==> src/rtl/samc_pkg.sv <==
// samc_pkg: constants and types for the security access mode controller
// assumes one 100 MHz system clock domain
package samc_pkg;
    typedef enum logic [1:0] {
        SAMC_LOCKED,
        SAMC_UNLOCKED,
        SAMC_PRIVILEGED,
        SAMC_BOOT_ROM
    } samc_mode_e;
    localparam logic [15:0] SAMC_UNLOCK_KEY0_RST = 16'h0414;
    localparam logic [15:0] SAMC_UNLOCK_KEY1_RST = 16'h3672;
    localparam logic [15:0] SAMC_PRIV_KEY0_RST = 16'hFFFF;
    localparam logic [15:0] SAMC_PRIV_KEY1_RST = 16'hFFFF;
    localparam logic [1:0] SAMC_KEY_UNLOCK0 = 2'h0;
    localparam logic [1:0] SAMC_KEY_UNLOCK1 = 2'h1;
    localparam logic [1:0] SAMC_KEY_PRIV0 = 2'h2;
    localparam logic [1:0] SAMC_KEY_PRIV1 = 2'h3;
    localparam logic [15:0] SAMC_CMD_LOCK = 16'h0020;
    localparam logic [15:0] SAMC_CMD_BOOT_ROM = 16'h0F00;
endpackage

==> src/rtl/samc_access_ctrl.sv <==
// samc_access_ctrl: access modes, key sequence check and permission gating
// assumes control command writes arrive as one-cycle strobes with 16-bit data
`timescale 1ns/1ns
module samc_access_ctrl
    import samc_pkg::*;
(
    input wire logic sys_clk,
    input wire logic resetn,
    input wire logic ctl_wr,
    input wire logic [15:0] ctl_data,
    input wire logic key_wr,
    input wire logic [1:0] key_idx,
    input wire logic [15:0] key_data,
    input wire logic acc_req,
    input wire logic acc_write,
    input wire logic acc_private,
    input wire logic acc_info_a,
    output logic acc_grant,
    output logic acc_deny,
    output logic locked_mode_bit,
    output logic full_access_locked_mode_bit,
    output logic [1:0] mode,
    output logic boot_rom_mode
);
    typedef enum logic [1:0] {SAMC_SEQ_IDLE, SAMC_SEQ_FETCH, SAMC_SEQ_HAVE1} samc_seq_e;
    samc_mode_e mode_r, mode_nxt;
    samc_seq_e seq_r, seq_nxt;
    logic [15:0] first_r, first_nxt;
    logic [15:0] second_r, second_nxt;
    logic [1:0] rd_idx_r, rd_idx_nxt;
    logic u_ok_r, u_ok_nxt;
    logic p_ok_r, p_ok_nxt;
    logic grant_r, grant_nxt;
    logic deny_r, deny_nxt;
    logic ss_r, ss_nxt;
    logic fas_r, fas_nxt;
    logic boot_r, boot_nxt;
    logic [15:0] key_rd;
    logic key_store_wr;
    logic [15:0] swapped;

    assign key_store_wr = key_wr && (mode_r == SAMC_PRIVILEGED);
    assign swapped = {ctl_data[7:0], ctl_data[15:8]};

    samc_key_store u_keys (
        .sys_clk(sys_clk),
        .resetn(resetn),
        .wr_en(key_store_wr),
        .wr_idx(key_idx),
        .wr_data(key_data),
        .rd_idx(rd_idx_r),
        .rd_data(key_rd)
    );

    // sequence: two words taken, then four fetch cycles compare against stored keys
    always_comb begin
        seq_nxt = seq_r;
        first_nxt = first_r;
        second_nxt = second_r;
        rd_idx_nxt = rd_idx_r;
        u_ok_nxt = u_ok_r;
        p_ok_nxt = p_ok_r;
        mode_nxt = mode_r;
        case (seq_r)
            SAMC_SEQ_IDLE: begin
                if (ctl_wr) begin
                    if (ctl_data == SAMC_CMD_LOCK) begin
                        mode_nxt = SAMC_LOCKED;
                    end else if (ctl_data == SAMC_CMD_BOOT_ROM) begin
                        // refused outside privileged and never taken as a key word
                        if (mode_r == SAMC_PRIVILEGED) begin
                            mode_nxt = SAMC_BOOT_ROM;
                        end
                    end else begin
                        first_nxt = swapped;
                        rd_idx_nxt = SAMC_KEY_UNLOCK0;
                        seq_nxt = SAMC_SEQ_HAVE1;
                    end
                end
            end
            SAMC_SEQ_HAVE1: begin
                // rd_idx_r sits at word 0 here, so key_rd is ready when fetch starts
                if (ctl_wr) begin
                    if (ctl_data == SAMC_CMD_LOCK || ctl_data == SAMC_CMD_BOOT_ROM) begin
                        seq_nxt = SAMC_SEQ_IDLE;
                        if (ctl_data == SAMC_CMD_LOCK) begin
                            mode_nxt = SAMC_LOCKED;
                        end else if (mode_r == SAMC_PRIVILEGED) begin
                            mode_nxt = SAMC_BOOT_ROM;
                        end
                    end else begin
                        second_nxt = swapped;
                        rd_idx_nxt = SAMC_KEY_UNLOCK1;
                        u_ok_nxt = 1'b1;
                        p_ok_nxt = 1'b1;
                        seq_nxt = SAMC_SEQ_FETCH;
                    end
                end
            end
            SAMC_SEQ_FETCH: begin
                // key_rd holds word at rd_idx_r-1 once rd_idx advances; walk 4 words
                if (ctl_wr) begin
                    seq_nxt = SAMC_SEQ_IDLE;
                end else begin
                    rd_idx_nxt = rd_idx_r + 2'h1;
                    if (rd_idx_r == SAMC_KEY_UNLOCK1) begin
                        u_ok_nxt = u_ok_r && (key_rd == first_r);
                    end else if (rd_idx_r == SAMC_KEY_PRIV0) begin
                        u_ok_nxt = u_ok_r && (key_rd == second_r);
                    end else if (rd_idx_r == SAMC_KEY_PRIV1) begin
                        p_ok_nxt = p_ok_r && (key_rd == first_r);
                    end else begin
                        seq_nxt = SAMC_SEQ_IDLE;
                        if (p_ok_r && key_rd == second_r && mode_r == SAMC_UNLOCKED) begin
                            mode_nxt = SAMC_PRIVILEGED;
                        end else if (u_ok_r && mode_r == SAMC_LOCKED) begin
                            mode_nxt = SAMC_UNLOCKED;
                        end
                    end
                end
            end
            default: seq_nxt = SAMC_SEQ_IDLE;
        endcase
    end

    always_ff @(posedge sys_clk) begin
        if (!resetn) begin
            seq_r <= SAMC_SEQ_IDLE;
            first_r <= 16'h0000;
            second_r <= 16'h0000;
            rd_idx_r <= 2'h0;
            u_ok_r <= 1'b0;
            p_ok_r <= 1'b0;
            mode_r <= SAMC_LOCKED;
        end else begin
            seq_r <= seq_nxt;
            first_r <= first_nxt;
            second_r <= second_nxt;
            rd_idx_r <= rd_idx_nxt;
            u_ok_r <= u_ok_nxt;
            p_ok_r <= p_ok_nxt;
            mode_r <= mode_nxt;
        end
    end

    // permission and status bits
    always_comb begin
        grant_nxt = 1'b0;
        deny_nxt = 1'b0;
        if (acc_req) begin
            if (mode_r == SAMC_UNLOCKED || mode_r == SAMC_PRIVILEGED) begin
                grant_nxt = 1'b1;
            end else if (mode_r == SAMC_LOCKED && !acc_write && !acc_private) begin
                grant_nxt = 1'b1;
            end else if (mode_r == SAMC_LOCKED && acc_write && acc_info_a) begin
                deny_nxt = 1'b1;
            end else begin
                deny_nxt = 1'b1;
            end
        end
        ss_nxt = (mode_nxt == SAMC_LOCKED);
        fas_nxt = (mode_nxt != SAMC_PRIVILEGED);
        boot_nxt = (mode_nxt == SAMC_BOOT_ROM);
    end

    always_ff @(posedge sys_clk) begin
        if (!resetn) begin
            grant_r <= 1'b0;
            deny_r <= 1'b0;
            ss_r <= 1'b1;
            fas_r <= 1'b1;
            boot_r <= 1'b0;
        end else begin
            grant_r <= grant_nxt;
            deny_r <= deny_nxt;
            ss_r <= ss_nxt;
            fas_r <= fas_nxt;
            boot_r <= boot_nxt;
        end
    end

    assign acc_grant = grant_r;
    assign acc_deny = deny_r;
    assign locked_mode_bit = ss_r;
    assign full_access_locked_mode_bit = fas_r;
    assign mode = mode_r;
    assign boot_rom_mode = boot_r;
endmodule // samc_access_ctrl

==> src/rtl/samc_key_store.sv <==
// samc_key_store: four 16-bit key words, registered read data
// assumes writes come already permitted by the controller
`timescale 1ns/1ns
module samc_key_store
    import samc_pkg::*;
(
    input wire logic sys_clk,
    input wire logic resetn,
    input wire logic wr_en,
    input wire logic [1:0] wr_idx,
    input wire logic [15:0] wr_data,
    input wire logic [1:0] rd_idx,
    output logic [15:0] rd_data
);
    localparam logic [15:0] RST_VAL [4] = '{SAMC_UNLOCK_KEY0_RST, SAMC_UNLOCK_KEY1_RST,
                                            SAMC_PRIV_KEY0_RST, SAMC_PRIV_KEY1_RST};
    logic [15:0] key_r [4];
    logic [15:0] key_nxt [4];
    logic [15:0] rd_data_r;
    logic [15:0] rd_data_nxt;
    genvar gi;
    generate
        for (gi = 0; gi < 4; gi++) begin : g_key
            always_comb begin
                key_nxt[gi] = key_r[gi];
                if (wr_en && wr_idx == 2'(gi)) begin
                    key_nxt[gi] = wr_data;
                end
            end
            always_ff @(posedge sys_clk) begin
                if (!resetn) begin
                    key_r[gi] <= RST_VAL[gi];
                end else begin
                    key_r[gi] <= key_nxt[gi];
                end
            end
        end
    endgenerate
    always_comb begin
        rd_data_nxt = key_r[rd_idx];
    end
    always_ff @(posedge sys_clk) begin
        if (!resetn) begin
            rd_data_r <= 16'h0000;
        end else begin
            rd_data_r <= rd_data_nxt;
        end
    end
    assign rd_data = rd_data_r;
endmodule // samc_key_store

==> config.mk <==
export PLATFORM = sky130hd
export DESIGN_NAME = samc_access_ctrl
export DESIGN_NICKNAME = d
export VERILOG_FILES = /design/src/rtl/samc_pkg.sv /design/src/rtl/samc_access_ctrl.sv /design/src/rtl/samc_key_store.sv
export SDC_FILE = /design/constraint.sdc
export NUM_CORES = 1
export LEC_CHECK = 0
export BUFFER_PORTS_ARGS = -buffer_cell sky130_fd_sc_hd__buf_2
export CAP_MARGIN = 20
export CORE_MARGIN = 2
export CORE_UTILIZATION = 43
export CTS_CLUSTER_DIAMETER = 60
export DETAILED_ROUTE_END_ITERATION = 7
export PLACE_DENSITY = 0.64
export SYNTH_ARGS = -nofsm -noshare
export SYNTH_HDL_FRONTEND = slang
export SYNTH_HIERARCHICAL = 1
export SYNTH_SLANG_ARGS = --single-unit
==> constraint.sdc <==
create_clock -name sys_clk -period 2.4 [get_ports sys_clk]
set_input_delay 0.36 -clock sys_clk [delete_from_list [all_inputs] [get_ports sys_clk]]
set_output_delay 0.36 -clock sys_clk [all_outputs]
set_load 0.05 [all_outputs]
==> results.txt, run 1 <==
- The run finished with clean final reports.
- After floorplanning, the core was divided into 41 placement rows.
- For this block, the via count after detailed routing is 3,594.
- All-Layer GR Usage: 0.177
* Endpoint of the most critical setup path: u_keys/key_r[2][1]
* Area share of and/or/nand/nor cells after synthesis: 0.164
* Clock-pin slew on the worst setup and hold paths: ~0.060 ns
* Maximum Capacitance Violations: 0
* Number of nets still failing antenna checks after routing: 0
* Wire length of the first global-routing pass: 18.7 mm
* Core area: 12,600 um2
- Overall routed net length: ~12 mm
- The number of antenna violations at the first check in global routing is 0.
- Slew of the pin with the lowest slew margin: about 0.74 ns
- Yosys warning count: 6
- Buffer depth of the longest clock path: 2
- Of all nets on the critical path, the largest fanout is 16.
* Die area: 13,900 um2
* Cell type of the slowest stage on the worst timing path: sky130_fd_sc_hd__or2_2
- The cell area that synthesis handed to floorplanning was between 5000 and 6000 um2.
* Post-synthesis xor/xnor area fraction: 0.0504
* Worst Path Arrival: 2.28 ns
- Final-report hold violation count: 0
- Traced cell by cell, the critical path runs through inv_1 > ha_1 > and2_1 > nand4b_2 > or2_2.
- Minimum setup slack among reg-to-reg paths: 0.29 ns
- The worst setup path is of the flop to flop kind.
- The compound-cell area share of the yosys netlist is 0.0513.
* Leak: 0.00221 uW
- Count of flip-flops with a built-in enable after synthesis: 64
- Ranked by total cell area, the synthesized netlist is headed by sky130_fd_sc_hd__edfxtp_1 (35%), sky130_fd_sc_hd__dfxtp_1 (22%), sky130_fd_sc_hd__mux2i_1 (12%).
* Post-CTS Resized: 0
* CP Launch Type: flop
- Measured along the y axis, the die boundary spans 118 um.
* Number of nets in the final layout: 573
- Launching element of the worst setup path: mode[0]
- Worst Hold Slack: a little under 0.2 ns
- The startpoint identified for the worst register-to-register timing path is mode[0].
- Area growth syn-to-layout: 16.9%
- Critical path data required time: between 2 and 3 ns
* Buffer count from post-CTS setup fixing: 0
- Maximum frequency from static timing analysis: roughly 470 MHz
* I/O Pins: 49
- Ratio of routed vias to standard cells: just over 5
- Adding up every negative setup slack in the final design gives 0 ns.
* Post-route clock period utilization: 0.881
* Final setup violation count: 0
* Slew Limit Headroom: 0.507
- From left edge to right edge, the die measures 118 um.
* Number of CTS-inserted buffers: 17
- TritonCTS clock tree: done
- Cell count of the worst reg-to-reg path: 5
- Post-synth top flop: sky130_fd_sc_hd__edfxtp_1
- The number of pins exceeding their max-slew limit in the final report was 0.
* Reg-to-reg endpoint: u_keys/key_r[2][1]
- The worst path needs between 2 and 2.5 ns of the cycle, external delays included.
* Count of state elements after synthesis: 125
- Root Buffer Master: sky130_fd_sc_hd__clkbuf_16
* Leading cell types in the layout, fill and taps excluded: sky130_fd_sc_hd__mux2i_1 (64), sky130_fd_sc_hd__edfxtp_1 (64), sky130_fd_sc_hd__dfxtp_1 (60)
- Syn Nets: 522
* Crit. End Element: flop
- Clock latency on the worst-skew pair, taken at its later pin, is between 0.4 and 0.5 ns.
- The filler cells instantiated in the layout total 1,154.
- The clock tree synthesis step divided the H-tree into 4 levels.
- Post-detail-place hpwl: 7.66 mm
- Proportion of layout cells with a drive suffix above 1: 0.233
- Cell depth of the worst min-delay path: 3
* Antenna Diode Count: 0
- Largest family of logic cells by synthesized area: simple AND/OR/NAND/NOR gates
- Worst IR Drop VDD: 442 uV
* Number of port buffers: 47
- Largest net degree at the start of global routing: 38
- Summing all multi-input logic gate instances after layout gives 2260 um2.
* Area share of fa/ha/maj cells after synthesis: 0.0247
- The share of the Yosys chip area taken by registers is 0.565.
- Drt first pass iters: 5
- At the end of routability-driven placement, the weighted congestion stood at 0.828.
- Setup repair after global routing left no endpoint under its margin.
- Drt drc: 0
* Mux cell area share after synthesis: 0.115
* Share of Yosys cell area claimed by the top area cell type: 0.345
- Of all cell types, the one taking the most synthesized area is sky130_fd_sc_hd__edfxtp_1.
* Synth async-reset ratio: 0
- Sequential cell area: 3140 um2
- The number of global-route vias before repair came to 3,643.
- Final standard cell utilization of the core: 0.515
* Routed length per instance: between 15 and 20 um
* Cell variety after synth: 43
- Hold buffers post-CTS: 0
- Across the routed clock network, the largest skew measured is 0.00831 ns.
- Power per Cell Area: 778 nW/um2
- Initial detailed-routing violation count: 235
* Hold/Removal Path Class: input port to flop
- Sinks on the clock net: 125
* Max incr delay on CP: about 0.45 ns
* Cells after Synth: 469
- The average instance in the mapped netlist occupies 11.9 um2.
* Effective utilization at floorplan: 0.441
- Total gr overflow: 0
metrics by stage:
step	cells	instance area [um2]	setup WS, ns	power (uW)
2_1_floorplan	469	5560	-0.408	2640
3_3_place_gp	673	5960	0.260	2770
3_5_place_dp	673	5960	0.224	2780
4_1_cts	705	6500	0.253	5100
5_1_grt	705	6500	0.110	5260
6_report	705	6500	0.285	5060
sequential cells by signal, indices dropped and copies added, names as in the netlist, 2 cells and up, named ones only:
name and cells:
u_keys/key_r 64, first_r 16, second_r 16, u_keys/rd_data 16, rd_idx_r 2, seq_r 2
worst min-delay path by stage:
stage	startpoint	end	slack, ns
global placement	first_r[10]	first_r[10]	0.46
floorplan	first_r[10]	first_r[10]	0.45
finish	acc_req	acc_grant	0.20
global route	acc_req	acc_grant	0.21
CTS	acc_req	acc_grant	0.18
detailed placement	first_r[10]	first_r[10]	0.47
synthesized netlist by cell type, types with 9 or more instances:
cell / n
sky130_fd_sc_hd__edfxtp_1: 64
sky130_fd_sc_hd__mux2i_1: 64
sky130_fd_sc_hd__dfxtp_1: 61
sky130_fd_sc_hd__nor2_1: 39
sky130_fd_sc_hd__xnor2_1: 32
sky130_fd_sc_hd__or2_2: 29
sky130_fd_sc_hd__and2_1: 24
sky130_fd_sc_hd__o22ai_1: 17
sky130_fd_sc_hd__nand2b_1: 14
sky130_fd_sc_hd__ha_1: 11
sky130_fd_sc_hd__nand4_1: 11
sky130_fd_sc_hd__clkbuf_1: 10
sky130_fd_sc_hd__inv_1: 10
sky130_fd_sc_hd__a21oi_1: 9
critical path, delay by kind of cell, from the launching register on:
kind | cells | cell delay (ns)
and+or+nand+nor | 3 | 1.16
adders and majority gates | 1 | 0.24
buffers and inverters | 1 | 0.14
DFF | 1 | 0.32
kinds of logic (layout without fill, tap and decap cells):
logic type      count (synthesis)  count (layout)
flops                         125             125
fa+ha+maj                      11              11
buf+inv                        33              97
compound gates                 45              45
mux                            64              64
simple gates                  159             159
xor+xnor                       32              32
per-layer routing:
| layer | part of all wire | up-vias | GRT usage |
|---|---|---|---|
| met2 | 0.50 | 79 | 0.283 |
| met4 | 0.0079 | 0 | 0.0768 |
| li1 | - | 1779 | - |
| met3 | 0.045 | 6 | 0.0518 |
| met5 | 0 | - | 0 |
| met1 | 0.45 | 1730 | 0.222 |
layout make-up:
type,instances,area share
clock inverter,12,0.0135
tap,172,0.0331
clock buffer,20,0.0702
inverter,11,0.00635
sequential,125,0.484
multi-input combinational,311,0.347
timing repair buffer,54,0.0462
report_power, final:
group	leakage, uW	total (uW)	switching (uW)	internal [uW]
Sequential	0.00101	2360	50.2	2310
Combinational	0.000931	379	215	164
Clock	0.000272	2320	941	1380
Total	0.00221	5060	1210	3850
(Power assumes the default switching activity.)
==> inputs of run 2 (changes only) <==
--- a/config.mk
+++ b/config.mk
@@ -7,11 +7,13 @@
 export LEC_CHECK = 0
 export BUFFER_PORTS_ARGS = -buffer_cell sky130_fd_sc_hd__buf_2
 export CAP_MARGIN = 20
+export CELL_PAD_IN_SITES_DETAIL_PLACEMENT = 0
+export CELL_PAD_IN_SITES_GLOBAL_PLACEMENT = 2
 export CORE_MARGIN = 2
-export CORE_UTILIZATION = 43
+export CORE_UTILIZATION = 36
 export CTS_CLUSTER_DIAMETER = 60
 export DETAILED_ROUTE_END_ITERATION = 7
-export PLACE_DENSITY = 0.64
+export PLACE_DENSITY = 0.76
 export SYNTH_ARGS = -nofsm -noshare
 export SYNTH_HDL_FRONTEND = slang
 export SYNTH_HIERARCHICAL = 1
==> run 2 against run 1 <==
Effect of this change: sequential power about the same; hold slack gained 0.012 ns; design area grew 1.0%; combinational power up 1%; setup slack lost 0.046 ns; final cell count rose by 2.6%; power is 3.1% higher; die area increased by 19%; clock skew rose by 0.0020 ns; sequential share of layout area is 0.48 points lower; largest cell class unchanged.
==> results.txt, run 2 (synthesis gave the netlist of run 1 again) <==
- Status: finished, final reports clean
* Flip-flop count of the largest register after layout: 64 (unchanged)
- The global-route wire length before repair is 19.9 mm (+6.7%).
* All-Layer GR Usage: 0.162 (-0.0144)
- Number of nets in the final layout: 575 (+0.35%)
- The number of global-route vias before repair came to 3,711 (+1.9%).
- The time the final worst path needs with I/O delays and setup came to 2.16 ns (+0.0460 ns).
- The detailed-route wire length came to 12.6 mm (+7.4%).
- The number of vias in the routed layout came to 3,563 (-0.86%).
- Launching element of the worst setup path: mode[0]
- The worst setup path is launched from a flop.
* RePlAce Congestion: 0.752 (-9.2%)
* Number of CTS-inserted buffers: 17 (unchanged)
- Setup repair after global routing left no endpoint under its margin.
- The maximum fanout along the worst path was 16 (unchanged).
- The width of the die is 128 um (+9.0%).
* Slew Limit Headroom: 0.462 (-0.0450)
- Ratio of routed vias to standard cells: 4.93 (-3.3%)
- Antenna Diode Count: 0 (unchanged)
* Post-Place Worst Slack: 0.220 ns (-0.00406 ns)
- The data required time at the worst endpoint came to 2.55 ns (about the same).
- Number of H-tree levels: 4 (unchanged)
- The worst setup path is captured at a flop.
* I/O Pins: 49 (unchanged)
* Proportion of layout cells with a drive suffix above 1: 0.232 (-0.000870)
- The slack of the critical path was 0.239 ns (-0.0460 ns).
- The worst setup path is of the flop to flop kind.
- The number of port buffers came to 47 (unchanged).
- Final setup violation count: 0 (unchanged)
- The height of the chip was 128 um (+9.0%).
- More flip-flops sit in one register than any other, and that register is u_keys/key_r.
- Buffer depth of the longest clock path: 2 (unchanged)
- The max-cap violation count is 0 (unchanged).
- Final standard cell utilization of the core: 0.434 (-0.0816)
* Reg-to-reg endpoint: u_keys/key_r[2][13]
- Final sum of negative setup slack: 0 ns (unchanged)
- The critical path ends at u_keys/key_r[2][13].
- The clock sink count was 125 (unchanged).
- The number of antenna violations at the first check in global routing came to 0 (unchanged).
- Die area: 16,500 um2 (+19%)
- Area growth syn-to-layout: 18.0%
* Largest net degree at the start of global routing: 38 (unchanged)
* Buffer count from post-CTS setup fixing: 0 (unchanged)
- Crit Reg-Reg Startpoint: mode[0]
- Effective utilization at floorplan: 0.367 (-0.0735)
* Worst IR Drop VDD: 495 uV (+12%)
- Root Buffer Master: sky130_fd_sc_hd__clkbuf_16
- The number of iterations in the first detailed-routing pass is 4 (-1).
- The number of design-rule violations left by the first detailed-router iteration was 279 (+19%).
* Post-detail-place hpwl: 8.17 mm (+6.7%)
- Minimum setup slack among reg-to-reg paths: 0.24 ns (-0.05 ns)
* Leak: 0.00221 uW (+0.12%)
- The final antenna-violating net count was 0 (unchanged).
* Hold/Removal Path Class: input port to flop
* # fillers: 1,418 (+23%)
- The worst path arrival time is 2.32 ns (+0.04 ns).
- The hold buffer count at cts is 0 (unchanged).
- The final clock skew was 0.0103 ns (+0.00202 ns).
* Maximum frequency from static timing analysis: 463 MHz (-2.1%)
- The site row count came to 45 (+9.8%).
- The final global-route overflow total came to 0 (unchanged).
- The final worst-path cycle share is 0.900 (+0.0192).
* TritonCTS clock tree: done
- Clock-pin slew on the worst setup and hold paths: 0.05 ns (about the same)
* Post-CTS Resized: 0 (unchanged)
- Core area: 15,100 um2 (+20%)
- Routed length per instance: 17.4 um (+4.7%)
- The remaining design rule violation count was 0 (unchanged).
- Power per Cell Area: 794 nW/um2 (+2.1%)
- Total power: 5220 uW (+3.1%)
- Slew of the pin with the lowest slew margin: 0.808 ns (+0.0676 ns)
* Cell count of the worst reg-to-reg path: 5 (unchanged)
- Clk_lat worst skew: 0.41 ns (about the same)
* Fin. max-slew vios: 0 (unchanged)
* Leading cell types in the layout, fill and taps excluded: sky130_fd_sc_hd__mux2i_1 (64), sky130_fd_sc_hd__edfxtp_1 (64), sky130_fd_sc_hd__dfxtp_1 (60)
* Final-report hold violation count: 0 (unchanged)
-- run 2: cell types whose count changed in the layout (fill, tap and decap cells not counted), sizes merged --
| cell | before | now |
|---|---|---|
| buf | 54 | 56 |
| bufinv | 0 | 2 |
| clkbuf | 20 | 19 |
| clkinv | 6 | 4 |
| clkinvlp | 1 | 5 |
| inv | 16 | 13 |
-- run 2: critical path, stage by stage, from the launching register on --
cell                       delay (ns)
sky130_fd_sc_hd__dfxtp_1         0.32
sky130_fd_sc_hd__inv_1           0.15
sky130_fd_sc_hd__ha_1            0.24
sky130_fd_sc_hd__and2_1          0.26
sky130_fd_sc_hd__nand4b_2        0.47
sky130_fd_sc_hd__or2_2           0.47
-- run 2: worst min-delay path by stage --
stage | startpoint | depth (start not counted) | slack, ns | end
2_1_floorplan | first_r[10] | 2 | 0.45 | first_r[10]
3_3_place_gp | first_r[10] | 2 | 0.46 | first_r[10]
3_5_place_dp | first_r[10] | 2 | 0.46 | first_r[10]
4_1_cts | acc_req | 3 | 0.19 | acc_grant
5_1_grt | acc_req | 3 | 0.20 | acc_grant
6_report | acc_req | 3 | 0.21 | acc_grant
-- run 2: power breakdown --
part | total (uW) | switching (uW) | internal, uW
combinational | 383 | 217 | 166
sequential | 2360 | 50.1 | 2310
clock | 2480 | 947 | 1530
total | 5220 | 1210 | 4000
-- run 2: layout make-up --
type                            count  area, um2  area share
Sequential cell                   125       3140       0.479
Multi-Input combinational cell    311       2260       0.344
Clock inverter                     13        141      0.0215
Clock buffer                       19        433      0.0659
Timing Repair Buffer               56        315      0.0480
Tap cell                          188        235      0.0358
Inverter                           11       41.3     0.00629
-- run 2: per-stage QoR --
step	area, um2	instances	hold slack (ns)
global placement	5990	691	0.458
detailed placement	5990	691	0.463
global route	6570	723	0.204
CTS	6570	723	0.192
floorplan	5560	469	0.449
finish	6570	723	0.208
-- run 2: metal layers --
metal	part of all wire	track usage	vias to the layer above
li1	-	-	1781
met1	0.48	0.210	1717
met4	0.0070	0.0452	0
met5	0	0	-
met2	0.47	0.264	58
met3	0.043	0.0497	7
